--- src/afr_pkg.sv ---
// Shared constants of the offset calibration and measurement readback block.
// Assumes 32-bit register frames already assembled by the serial front end.
package afr_pkg;

    // ----------------------------------------------------------------------
    // Frame layout
    // ----------------------------------------------------------------------
    localparam int          FRAME_W       = 32;
    localparam int          RW_BIT        = 31;
    localparam int          CODE_HI       = 30;
    localparam int          CODE_LO       = 27;
    localparam int          CHAN_HI       = 25;
    localparam int          CHAN_LO       = 24;
    localparam logic [3:0]  CODE_OFFSET   = 4'h7;
    localparam logic [3:0]  CODE_READBACK = 4'h8;
    localparam logic [1:0]  CHAN_ONE      = 2'h1;
    localparam logic [1:0]  CHAN_TWO      = 2'h2;

    // ----------------------------------------------------------------------
    // Offset calibration register fields
    // ----------------------------------------------------------------------
    localparam int          TRIGGER_BIT   = 23;
    localparam int          OFFSET_W      = 13;
    localparam logic [12:0] OFFSET_RST    = 13'h0000;

    // ----------------------------------------------------------------------
    // Measurement readback register fields
    // ----------------------------------------------------------------------
    localparam int          CAL_LO        = 8;
    localparam int          CAL_W         = 16;
    localparam int          ACC_LO        = 12;
    localparam int          ACC_W         = 12;
    localparam int          PERIOD_LO     = 0;
    localparam int          PERIOD_W      = 12;
    localparam int          PEAK_LO       = 16;
    localparam int          TROUGH_LO     = 8;
    localparam int          CYC_LO        = 0;
    localparam int          CUR_W         = 8;
    localparam logic [7:0]  PEAK_RST      = 8'h00;
    localparam logic [7:0]  TROUGH_RST    = 8'hFF;
    localparam logic [7:0]  CYC_RST       = 8'h00;

    // ----------------------------------------------------------------------
    // Timing
    // ----------------------------------------------------------------------
    localparam int          PERIOD_LSB_CLKS = 16;
    localparam logic [3:0]  TICK_LAST       = 4'(PERIOD_LSB_CLKS - 1);

endpackage

--- src/afr_chan_meas.sv ---
// One channel's measurement keeper: offset result, switching period,
// accumulated current, peak, trough and cycles per dither cycle.
// Assumes measurement strobes from the analogue path, synchronous to core_clk.
`timescale 1ns/1ps
`default_nettype none

module afr_chan_meas
(
    input  wire logic        core_clk,
    input  wire logic        rst_n,
    input  wire logic        chanOn,
    input  wire logic        ditherOn,
    input  wire logic        sampleValid,
    input  wire logic [7:0]  sampleCur,
    input  wire logic        cycleEnd,
    input  wire logic [11:0] accIn,
    input  wire logic        ditherEnd,
    input  wire logic        azDone,
    input  wire logic [12:0] azValue,
    input  wire logic        clrAcc,
    input  wire logic        clrPeak,
    output logic      [12:0] offsetReg,
    output logic      [11:0] accReg,
    output logic      [11:0] periodReg,
    output logic      [7:0]  peakRep,
    output logic      [7:0]  troughRep,
    output logic      [7:0]  cycRep
);

    logic [3:0]  tickCnt_reg;
    logic        tick;
    logic [11:0] periodRun_reg;
    logic [7:0]  peakRun_reg;
    logic [7:0]  troughRun_reg;
    logic [7:0]  cycRun_reg;
    logic [7:0]  peakHold_reg;
    logic [7:0]  troughHold_reg;
    logic [7:0]  cycHold_reg;

    // --------------------------------------------------------------------
    // Offset result
    // --------------------------------------------------------------------
    // Latches the offset when the calibration sequence reports completion.
    always_ff @(posedge core_clk)
    begin
        if (!rst_n)
            offsetReg <= afr_pkg::OFFSET_RST;
        else if (azDone)
            offsetReg <= azValue;
    end

    // --------------------------------------------------------------------
    // Period measurement in units of sixteen clocks
    // --------------------------------------------------------------------
    // Divider that gives one enable pulse every sixteen clocks.
    always_ff @(posedge core_clk)
    begin
        if (!rst_n || !chanOn || cycleEnd)
            tickCnt_reg <= 4'h0;
        else
            tickCnt_reg <= tickCnt_reg + 4'h1;
    end

    assign tick = (tickCnt_reg == afr_pkg::TICK_LAST);

    // Counts ticks within a switching cycle, saturating at full scale.
    always_ff @(posedge core_clk)
    begin
        if (!rst_n || !chanOn || cycleEnd)
            periodRun_reg <= 12'h000;
        else if (tick && periodRun_reg != 12'hFFF)
            periodRun_reg <= periodRun_reg + 12'h001;
    end

    // Last cycle's period and accumulated current; new data beats a read clear.
    // A tick that falls due on the capture edge completes the last sixteen-clock unit.
    always_ff @(posedge core_clk)
    begin
        if (!rst_n || !chanOn)
        begin
            periodReg <= 12'h000;
            accReg    <= 12'h000;
        end
        else if (cycleEnd)
        begin
            periodReg <= periodRun_reg + {11'h000, tick && periodRun_reg != 12'hFFF};
            accReg    <= accIn;
        end
        else if (clrAcc)
            accReg <= 12'h000;
    end

    // --------------------------------------------------------------------
    // Peak, trough and switching cycle tracking
    // --------------------------------------------------------------------
    // Running extremes restart at each dither cycle end with dither on and at each normal-mode peak group read.
    // A sample or cycle end on the restart edge opens the new span, so none is lost.
    always_ff @(posedge core_clk)
    begin
        if (!rst_n || !chanOn)
        begin
            peakRun_reg   <= afr_pkg::PEAK_RST;
            troughRun_reg <= afr_pkg::TROUGH_RST;
            cycRun_reg    <= afr_pkg::CYC_RST;
        end
        else if (clrPeak || (ditherOn && ditherEnd))
        begin
            peakRun_reg   <= sampleValid ? sampleCur : afr_pkg::PEAK_RST;
            troughRun_reg <= sampleValid ? sampleCur : afr_pkg::TROUGH_RST;
            cycRun_reg    <= cycleEnd ? 8'h01 : afr_pkg::CYC_RST;
        end
        else
        begin
            if (sampleValid && sampleCur > peakRun_reg)
                peakRun_reg <= sampleCur;
            if (sampleValid && sampleCur < troughRun_reg)
                troughRun_reg <= sampleCur;
            if (cycleEnd && cycRun_reg != 8'hFF)
                cycRun_reg <= cycRun_reg + 8'h01;
        end
    end

    // Results of the last complete dither cycle; a capture beats a read clear.
    always_ff @(posedge core_clk)
    begin
        if (!rst_n || !chanOn)
        begin
            peakHold_reg   <= afr_pkg::PEAK_RST;
            troughHold_reg <= afr_pkg::TROUGH_RST;
            cycHold_reg    <= afr_pkg::CYC_RST;
        end
        else if (ditherOn && ditherEnd)
        begin
            peakHold_reg   <= peakRun_reg;
            troughHold_reg <= troughRun_reg;
            cycHold_reg    <= cycRun_reg;
        end
        else if (clrPeak)
        begin
            peakHold_reg   <= afr_pkg::PEAK_RST;
            troughHold_reg <= afr_pkg::TROUGH_RST;
            cycHold_reg    <= afr_pkg::CYC_RST;
        end
    end

    // With dither the held cycle is shown, otherwise peak and trough since the last peak group read and a zero cycle count.
    assign peakRep   = ditherOn ? peakHold_reg   : peakRun_reg;
    assign troughRep = ditherOn ? troughHold_reg : troughRun_reg;
    assign cycRep    = ditherOn ? cycHold_reg    : 8'h00;
endmodule // afr_chan_meas

`default_nettype wire

--- src/afr_regs.sv ---
// Offset calibration trigger and measurement readback registers of a
// two-channel current driver, served one 32-bit frame at a time.
// Assumes the serial front end presents each whole frame with a one-cycle
// strobe and ships back the registered answer as the next frame's reply.
`timescale 1ns/1ps
`default_nettype none

module afr_regs
#(
    parameter int NUM_CH = 2
)
(
    input  wire logic                   core_clk,
    input  wire logic                   rst_n,
    input  wire logic                   frameValid,
    input  wire logic [31:0]            frameData,
    output logic      [31:0]            readData,
    output logic                        readValid,
    input  wire logic                   calMode,
    input  wire logic [NUM_CH-1:0]      feedbackSelect,
    input  wire logic [NUM_CH-1:0]      chanOn,
    input  wire logic [NUM_CH-1:0]      ditherOn,
    input  wire logic [NUM_CH-1:0]      sampleValid,
    input  wire logic [NUM_CH-1:0][7:0] sampleCur,
    input  wire logic [NUM_CH-1:0][15:0] calCur,
    input  wire logic [NUM_CH-1:0]      cycleEnd,
    input  wire logic [NUM_CH-1:0][11:0] accIn,
    input  wire logic [NUM_CH-1:0]      ditherEnd,
    input  wire logic [NUM_CH-1:0]      azDone,
    input  wire logic [NUM_CH-1:0][12:0] azValue,
    output logic      [NUM_CH-1:0]      offsetCalTrigger
);

    // ----------------------------------------------------------------------
    // Elaboration checks
    // ----------------------------------------------------------------------
    if (NUM_CH != 2)
    begin : g_bad_ch
        $error("afr_regs serves exactly two channels");
    end

    logic                    isWrite;
    logic [3:0]              regCode;
    logic [1:0]              chanField;
    logic [NUM_CH-1:0]       chanHit;
    logic                    offsetHit;
    logic                    readbackHit;
    logic [NUM_CH-1:0]       clrAcc;
    logic [NUM_CH-1:0]       clrPeak;
    logic [NUM_CH-1:0][12:0] offsetVal;
    logic [NUM_CH-1:0][11:0] accVal;
    logic [NUM_CH-1:0][11:0] periodVal;
    logic [NUM_CH-1:0][7:0]  peakVal;
    logic [NUM_CH-1:0][7:0]  troughVal;
    logic [NUM_CH-1:0][7:0]  cycVal;
    logic [31:0]             reply_next;
    logic [23:0]             content;
    int                      sel;

    // ----------------------------------------------------------------------
    // Frame decode
    // ----------------------------------------------------------------------
    // Splits the frame into direction, register code and channel.
    assign isWrite     = frameData[afr_pkg::RW_BIT];
    assign regCode     = frameData[afr_pkg::CODE_HI:afr_pkg::CODE_LO];
    assign chanField   = frameData[afr_pkg::CHAN_HI:afr_pkg::CHAN_LO];
    assign chanHit[0]  = (chanField == afr_pkg::CHAN_ONE);
    assign chanHit[1]  = (chanField == afr_pkg::CHAN_TWO);
    assign offsetHit   = frameValid && (regCode == afr_pkg::CODE_OFFSET);
    assign readbackHit = frameValid && (regCode == afr_pkg::CODE_READBACK);

    // ----------------------------------------------------------------------
    // Per-channel measurement keepers
    // ----------------------------------------------------------------------
    for (genvar c = 0; c < NUM_CH; c++)
    begin : g_ch
        // A readback in normal mode clears the accumulated current or the peak group it just returned.
        assign clrAcc[c]  = readbackHit && chanHit[c] && !calMode && !feedbackSelect[c];
        assign clrPeak[c] = readbackHit && chanHit[c] && !calMode && feedbackSelect[c];

        afr_chan_meas u_meas
        (
            .core_clk    (core_clk),
            .rst_n       (rst_n),
            .chanOn      (chanOn[c]),
            .ditherOn    (ditherOn[c]),
            .sampleValid (sampleValid[c]),
            .sampleCur   (sampleCur[c]),
            .cycleEnd    (cycleEnd[c]),
            .accIn       (accIn[c]),
            .ditherEnd   (ditherEnd[c]),
            .azDone      (azDone[c]),
            .azValue     (azValue[c]),
            .clrAcc      (clrAcc[c]),
            .clrPeak     (clrPeak[c]),
            .offsetReg   (offsetVal[c]),
            .accReg      (accVal[c]),
            .periodReg   (periodVal[c]),
            .peakRep     (peakVal[c]),
            .troughRep   (troughVal[c]),
            .cycRep      (cycVal[c])
        );
    end

    // ----------------------------------------------------------------------
    // Calibration trigger
    // ----------------------------------------------------------------------
    // One-cycle start pulse to the addressed channel's calibration sequencer.
    always_ff @(posedge core_clk)
    begin
        if (!rst_n)
            offsetCalTrigger <= '0;
        else if (offsetHit && isWrite && frameData[afr_pkg::TRIGGER_BIT])
            offsetCalTrigger <= chanHit;
        else
            offsetCalTrigger <= '0;
    end

    // ----------------------------------------------------------------------
    // Reply assembly
    // ----------------------------------------------------------------------
    // Picks the addressed channel's copy and lays out the selected view.
    always_comb
    begin
        sel     = chanHit[1] ? 1 : 0;
        content = 24'h00_0000;
        if (regCode == afr_pkg::CODE_OFFSET)
            content[afr_pkg::OFFSET_W-1:0] = offsetVal[sel];
        else if (calMode)
            content[afr_pkg::CAL_LO +: afr_pkg::CAL_W] = calCur[sel];
        else if (!chanOn[sel])
            content = 24'h00_0000;
        else if (!feedbackSelect[sel])
        begin
            content[afr_pkg::ACC_LO +: afr_pkg::ACC_W]       = accVal[sel];
            content[afr_pkg::PERIOD_LO +: afr_pkg::PERIOD_W] = periodVal[sel];
        end
        else
        begin
            content[afr_pkg::PEAK_LO +: afr_pkg::CUR_W]   = peakVal[sel];
            content[afr_pkg::TROUGH_LO +: afr_pkg::CUR_W] = troughVal[sel];
            content[afr_pkg::CYC_LO +: afr_pkg::CUR_W]    = cycVal[sel];
        end
        if (chanHit == '0)
            content = 24'h00_0000;
        reply_next = {1'b0, regCode, 1'b0, chanField, content};
    end

    // Registers the reply; readback writes store nothing and act as reads.
    always_ff @(posedge core_clk)
    begin
        if (!rst_n)
        begin
            readData  <= 32'h0000_0000;
            readValid <= 1'b0;
        end
        else
        begin
            readValid <= offsetHit || readbackHit;
            if (offsetHit || readbackHit)
                readData <= reply_next;
        end
    end
endmodule // afr_regs

`default_nettype wire

--- config.mk ---
export PLATFORM = sky130hd
export DESIGN_NAME = afr_regs
export DESIGN_NICKNAME = d
export VERILOG_FILES = /design/src/afr_pkg.sv /design/src/afr_chan_meas.sv /design/src/afr_regs.sv
export SDC_FILE = /design/constraint.sdc
export NUM_CORES = 1
export LEC_CHECK = 0
export BUFFER_PORTS_ARGS = -buffer_cell sky130_fd_sc_hd__buf_2
export CAP_MARGIN = 25
export CORE_MARGIN = 2
export CORE_UTILIZATION = 57
export CTS_CLUSTER_DIAMETER = 200
export DETAILED_ROUTE_END_ITERATION = 8
export GPL_TIMING_DRIVEN = 0
export PLACE_DENSITY = 0.8
export SYNTH_ARGS = -nofsm -noshare
export SYNTH_HDL_FRONTEND = slang
export SYNTH_HIERARCHICAL = 1
export SYNTH_SLANG_ARGS = --single-unit
export TNS_END_PERCENT = 20
--- constraint.sdc ---
create_clock -name core_clk -period 2.9 [get_ports core_clk]
set_clock_uncertainty 0.2 [all_clocks]
set_input_delay 0.29 -clock core_clk [delete_from_list [all_inputs] [get_ports core_clk]]
set_output_delay 0.29 -clock core_clk [all_outputs]
set_load 0.05 [all_outputs]
Word level (Yosys, flattened, before mapping):

Index checks and enable logic that the tools add are counted.

* add/sub/neg operators: 8
* multiply operators: 0
* div/mod/pow operators: 0
* $lt $le $gt $ge: 5
* equality and inequality tests: 10
* shifts and indexed selects: 0
* muxes and demuxes: 73
* bitwise operators: 0
* reduce and logical (&&, ||, !) cells: 47

Operators by type and width (count)
* $mux 8: 42
* $mux 12: 10
* $mux 24: 3
* $mux 16: 4
* $mux 13: 4
* $add 12x1->12: 2
* $add 12x1->12 const B: 2
* $ne 12x12->1 const B: 2
* $logic_and 1x1->1: 22
* $reduce_bool 2->1: 10
* $add 8x1->8 const B: 2
* $gt 8x8->1: 2
* $lt 8x8->1: 2
* $ne 8x8->1 const B: 2
* $eq 4x4->1 const B: 3
* $mux 11: 1
* $mux 1: 9
* $add 4x1->4 const B: 2
* $logic_or 1x1->1: 7
* $logic_not 1->1: 6
* $eq 4x3->1 const B: 1
* $eq 2x1->1 const B: 1
* $eq 2x2->1 const B: 1
* $logic_not 2->1: 1
* other kinds (2): 2

* register bits: 235
* bits in latches: 0
* bits in writable memories: 0
* ROM bits: 0
* input bits: 148
* output and inout port bits: 35
* word-level logic and storage cells: 168
* memories kept: 0

Depth between registers and ports, before layout:

* word-level depth: 10
* mapped depth: 11
* gate-level depth less buffers: 10

By module:

Netlist, hierarchy kept.

Modules (own cells, without submodules)
* afr_chan_meas: instances 2, cells each 520, area an instance 4643.2 µm², sequential area each 2021.9 µm²
* afr_regs: instances 1, cells each 267, area an instance 2511.2 µm², sequential area each 660.6 µm²

Worst setup path after synthesis:

No wires, ideal clock.

* kind: flip-flop to flip-flop
* start: register g_ch[0].u_meas.periodRun_reg[1]
* end: register g_ch[0].u_meas.periodReg[6]
* library setup time: 0.091 ns
* arrival: 2.188 ns
* required time: 2.609 ns
* slack: 0.421 ns
* cell stages (with the launch flop): 10
* buffers on the path: 0
* clock period less this slack: 2.479 ns
* path through: dfxtp_1 > ha_1 > nand3_1 > o31ai_4 > inv_1 > ha_1 > ha_1 > nand3_1 > o21ai_0 > a311oi_1

* word-level cells in the longest chain between the ends: 3

Ends and longest elaborated chain
* from (decl): RTL line afr_chan_meas.sv:32 `logic [11:0] periodRun_reg;`
* from (signal assigned): RTL line afr_chan_meas.sv:72 `periodRun_reg <= periodRun_reg + 12'h001;`
* $ne 12x12->1: RTL line afr_chan_meas.sv:86 `periodReg <= periodRun_reg + {11'h000, tick && periodRun_reg != 12'hFFF};`
* $logic_and 1x1->1: RTL line afr_chan_meas.sv:86
* $add 12x1->12 *: RTL line afr_chan_meas.sv:86
* to (signal assigned): RTL line afr_chan_meas.sv:86
* to (decl): RTL line afr_chan_meas.sv:24 `output logic [11:0] periodReg,`

Every way passes the cells marked *; elsewhere a longest branch is shown, timed or not.
A chain may end at the register's enable or synchronous reset.

Worst setup path after layout:

Ends and elaborated chain as after synthesis.

==> impl_metrics.ini <==
[logic_synthesis]
mappedNetlistArea_um2 = 11800
synth_largest_area_cell = dfxtp_1
postSynthCellCount = 1307
ys_top_cells_by_area = dfxtp_1 40%, mux2i_1 7.4%, nor2_1 4.6%
synth_edf_count = 0
post-synth-top-count-cell = dfxtp_1
synthesis.area_per_instance_um2 = 9.03
yosys_register_bits = 235
synthDistinctLibCells = 68
ys_async_sr_fraction = 0
netlist.area_leader.share = 0.399
yosys_warnings = 6
synth_top_flop_cell = dfxtp_1
seq_area_frac_synth = 0.399
synth_common_cells = 235 x dfxtp_1, 144 x nor2_1, 107 x nand2_1

[power]
power.total_mw = 7.48
power_per_standard_cell_area_nw_per_um2 = 516
max-vdd-ir-drop_mv = 0.396
p_leak_nw = 6.03

[detailed_routing]
final_antenna_net_count = 0
route.vias.total = 11188
vias_per_cell = 6.06
drt_pre_antenna_iters = 7
drt-wirelength-per-cell_um = 20.0
post-route-drc-count = 0
drt_first_iter_violations = 1048
routed_wl_um = 36900

[die]
core.rowCount = 52
core_area_um2 = 20300
die_area_um2 = 21900
die_width_um = 148
die_h_um = 148
io-pin-count = 183
initial_utilization = 0.581

[sta]
holdWs_ps = 16.5
setup_violations = 0
setup_ws_ps = 166
max_clock_freq_mhz = 366
final_period_minus_worst_setup_slack_ps = 2730
report.final.hold_viol_count = 0
finalMaxSlewViolations = 0
max_slew_margin = 0.501
timing_worst_slew_pin_value_ps = 748
rsz_0062_raised_after_global_routing = no
fin_crit_sh = 0.943

[clock_network]
total_number_of_h_tree_levels = 1
clk_pin_slew_ps = 60
numCtsBuffers = 25
cts.root.buffer_cell = clkbuf_16
worst_skew_pair.late_latency_ps = 520
tritoncts_num_sinks = 235
clock_tree_from_tritoncts = built
max-clock-path-buffers = 3

[min_path]
timing.hold.worst_endpoint = g_ch[0].u_meas/periodReg[6]
hp_class = input port to flop
holdCritStartpoint = chanOn[0]
worstHoldPathCells = 3

[global_route]
grt_pass1_wl_um = 57600
grt_overflow_total = 0
grtUsageTotal = 0.328
via_count_of_the_first_global_routing_pass = 10883
largest_net_degree_at_the_start_of_global_routing = 21
antenna_found_initial = 2

[worst_setup_path]
timing.critical_path.fanout_max = 9
worst_ep_required_time_ps = 3120
reg2regPathDepth = 9
worst_setup_path_end_kind = flop
worst-r2r-setup-slack_ps = 170
timing.critical_path.arrival_ps = 2960
critical_path_class = flop to flop
crit-reg2reg-launch = g_ch[0].u_meas/periodRun_reg[1]
r2r_end = g_ch[0].u_meas/periodReg[6]
cp-start-kind = flop

[layout]
reg_top3 = readData: 30 flops, g_ch.u_meas/offsetReg: 26 flops
layoutNonFillerInstCount = 1847
drive_above_1_share = 0.193
post-route-util = 0.713
synthToLayoutAreaGrowth_pct = 22.7
finalNetCount = 1753
top_register = readData
flip_flop_count_of_the_largest_register_all_copies_and_words_added = 30

[placement]
detailedPlacementHpwl_um = 25400
replace_congestion = 0.926
dp_cells = 1728
buffers_on_ports = 150
placement.setup.worst_slack_ps = -294

[job]
maxCapViolCount = 0

[outcome]
result_of_the_run = complete, no violations
-- cells in the final DEF (no fill, tap or decap), drive strengths merged, types with 14 or more instances in the layout --
cell	Yosys	final
a211oi	18	18
a21oi	69	69
a22o	29	29
a22oi	32	32
and2	22	22
buf	38	191
clkbuf	41	74
dfxtp	235	235
dlygate4sd3	0	75
ha	42	42
inv	47	47
mux2	34	34
mux2i	87	87
nand2	107	107
nand3	21	21
nand4	14	14
nor2	146	146
nor2b	38	38
nor3	19	19
nor3b	25	25
o21ai	94	94
or3	18	18
xnor2	28	28
-- area by class of cell --
class	count	area (um2)
sequential	235	4700
inverter	47	176
multi-input combinational	947	6520
clock inverter	7	88.8
clock buffer	33	716
timing repair buffer	228	1520
buffer	79	407
antenna	1	2.50
fill	1488	5820
tap	270	338
-- routing by layer --
metal  routed length (um)  track usage
met2                17000        0.554
met4                 1930        0.153
met3                 3460       0.0590
met5                   13            0
met1                14500        0.409
-- report_power, final --
group | internal (mW) | switching (mW) | leakage [nW] | total (mW)
sequential | 3.31 | 0.0491 | 1.91 | 3.36
combinational | 0.393 | 0.555 | 3.72 | 0.947
clock | 1.89 | 1.28 | 0.402 | 3.17
-- cells by family (layout without fill, tap and decap cells) --
family / count (synthesis) / count (layout) / share of synthesized area
buffers and inverters: 126 / 394 / 0.0494
and+or+nand+nor: 440 / 440 / 0.194
xor gates and xnor gates: 38 / 38 / 0.0282
adders and majority gates: 42 / 42 / 0.0445
other: 1 / 3 / 0.000318
muxes: 121 / 121 / 0.106
AOI/OAI and AO/OA: 304 / 304 / 0.178
DFF: 235 / 235 / 0.399
-- how the worst max path moves through the flow --
stage | from | endpoint | cells after the start
floorplan | g_ch[0].u_meas/periodRun_reg[1] | g_ch[0].u_meas/periodReg[6] | 9
global placement | frameData[27] | g_ch[0].u_meas/troughRun_reg[1] | 9
detailed placement | frameData[27] | g_ch[0].u_meas/troughRun_reg[1] | 9
CTS | g_ch[0].u_meas/periodRun_reg[1] | g_ch[0].u_meas/periodReg[6] | 9
global route | g_ch[0].u_meas/periodRun_reg[4] | g_ch[0].u_meas/periodReg[6] | 8
finish | g_ch[0].u_meas/periodRun_reg[1] | g_ch[0].u_meas/periodReg[6] | 9
-- metrics by stage --
step | TNS [ps] | cell area [um2]
floorplan | 0 | 11800
global placement | -6250 | 12900
detailed placement | -7430 | 12900
CTS | 0 | 14400
global route | 0 | 14500
finish | 0 | 14500
-- critical path, cell delays in order, from the launching register on --
cell and delay [ps]:
dfxtp_1 410, ha_1 290, nand3_2 160, o31ai_4 470, inv_1 150, ha_1 230
ha_1 230, nand3_1 170, o21ai_0 100, a311oi_1 250
-- what timing repair did --
item,CTS,global route
buffers inserted,0,3
gates resized for setup,0,3
endpoints found under the hold margin,92,0
setup endpoints to repair,0,32
hold buffers,75,0
Power figures use the tool's default switching activity.
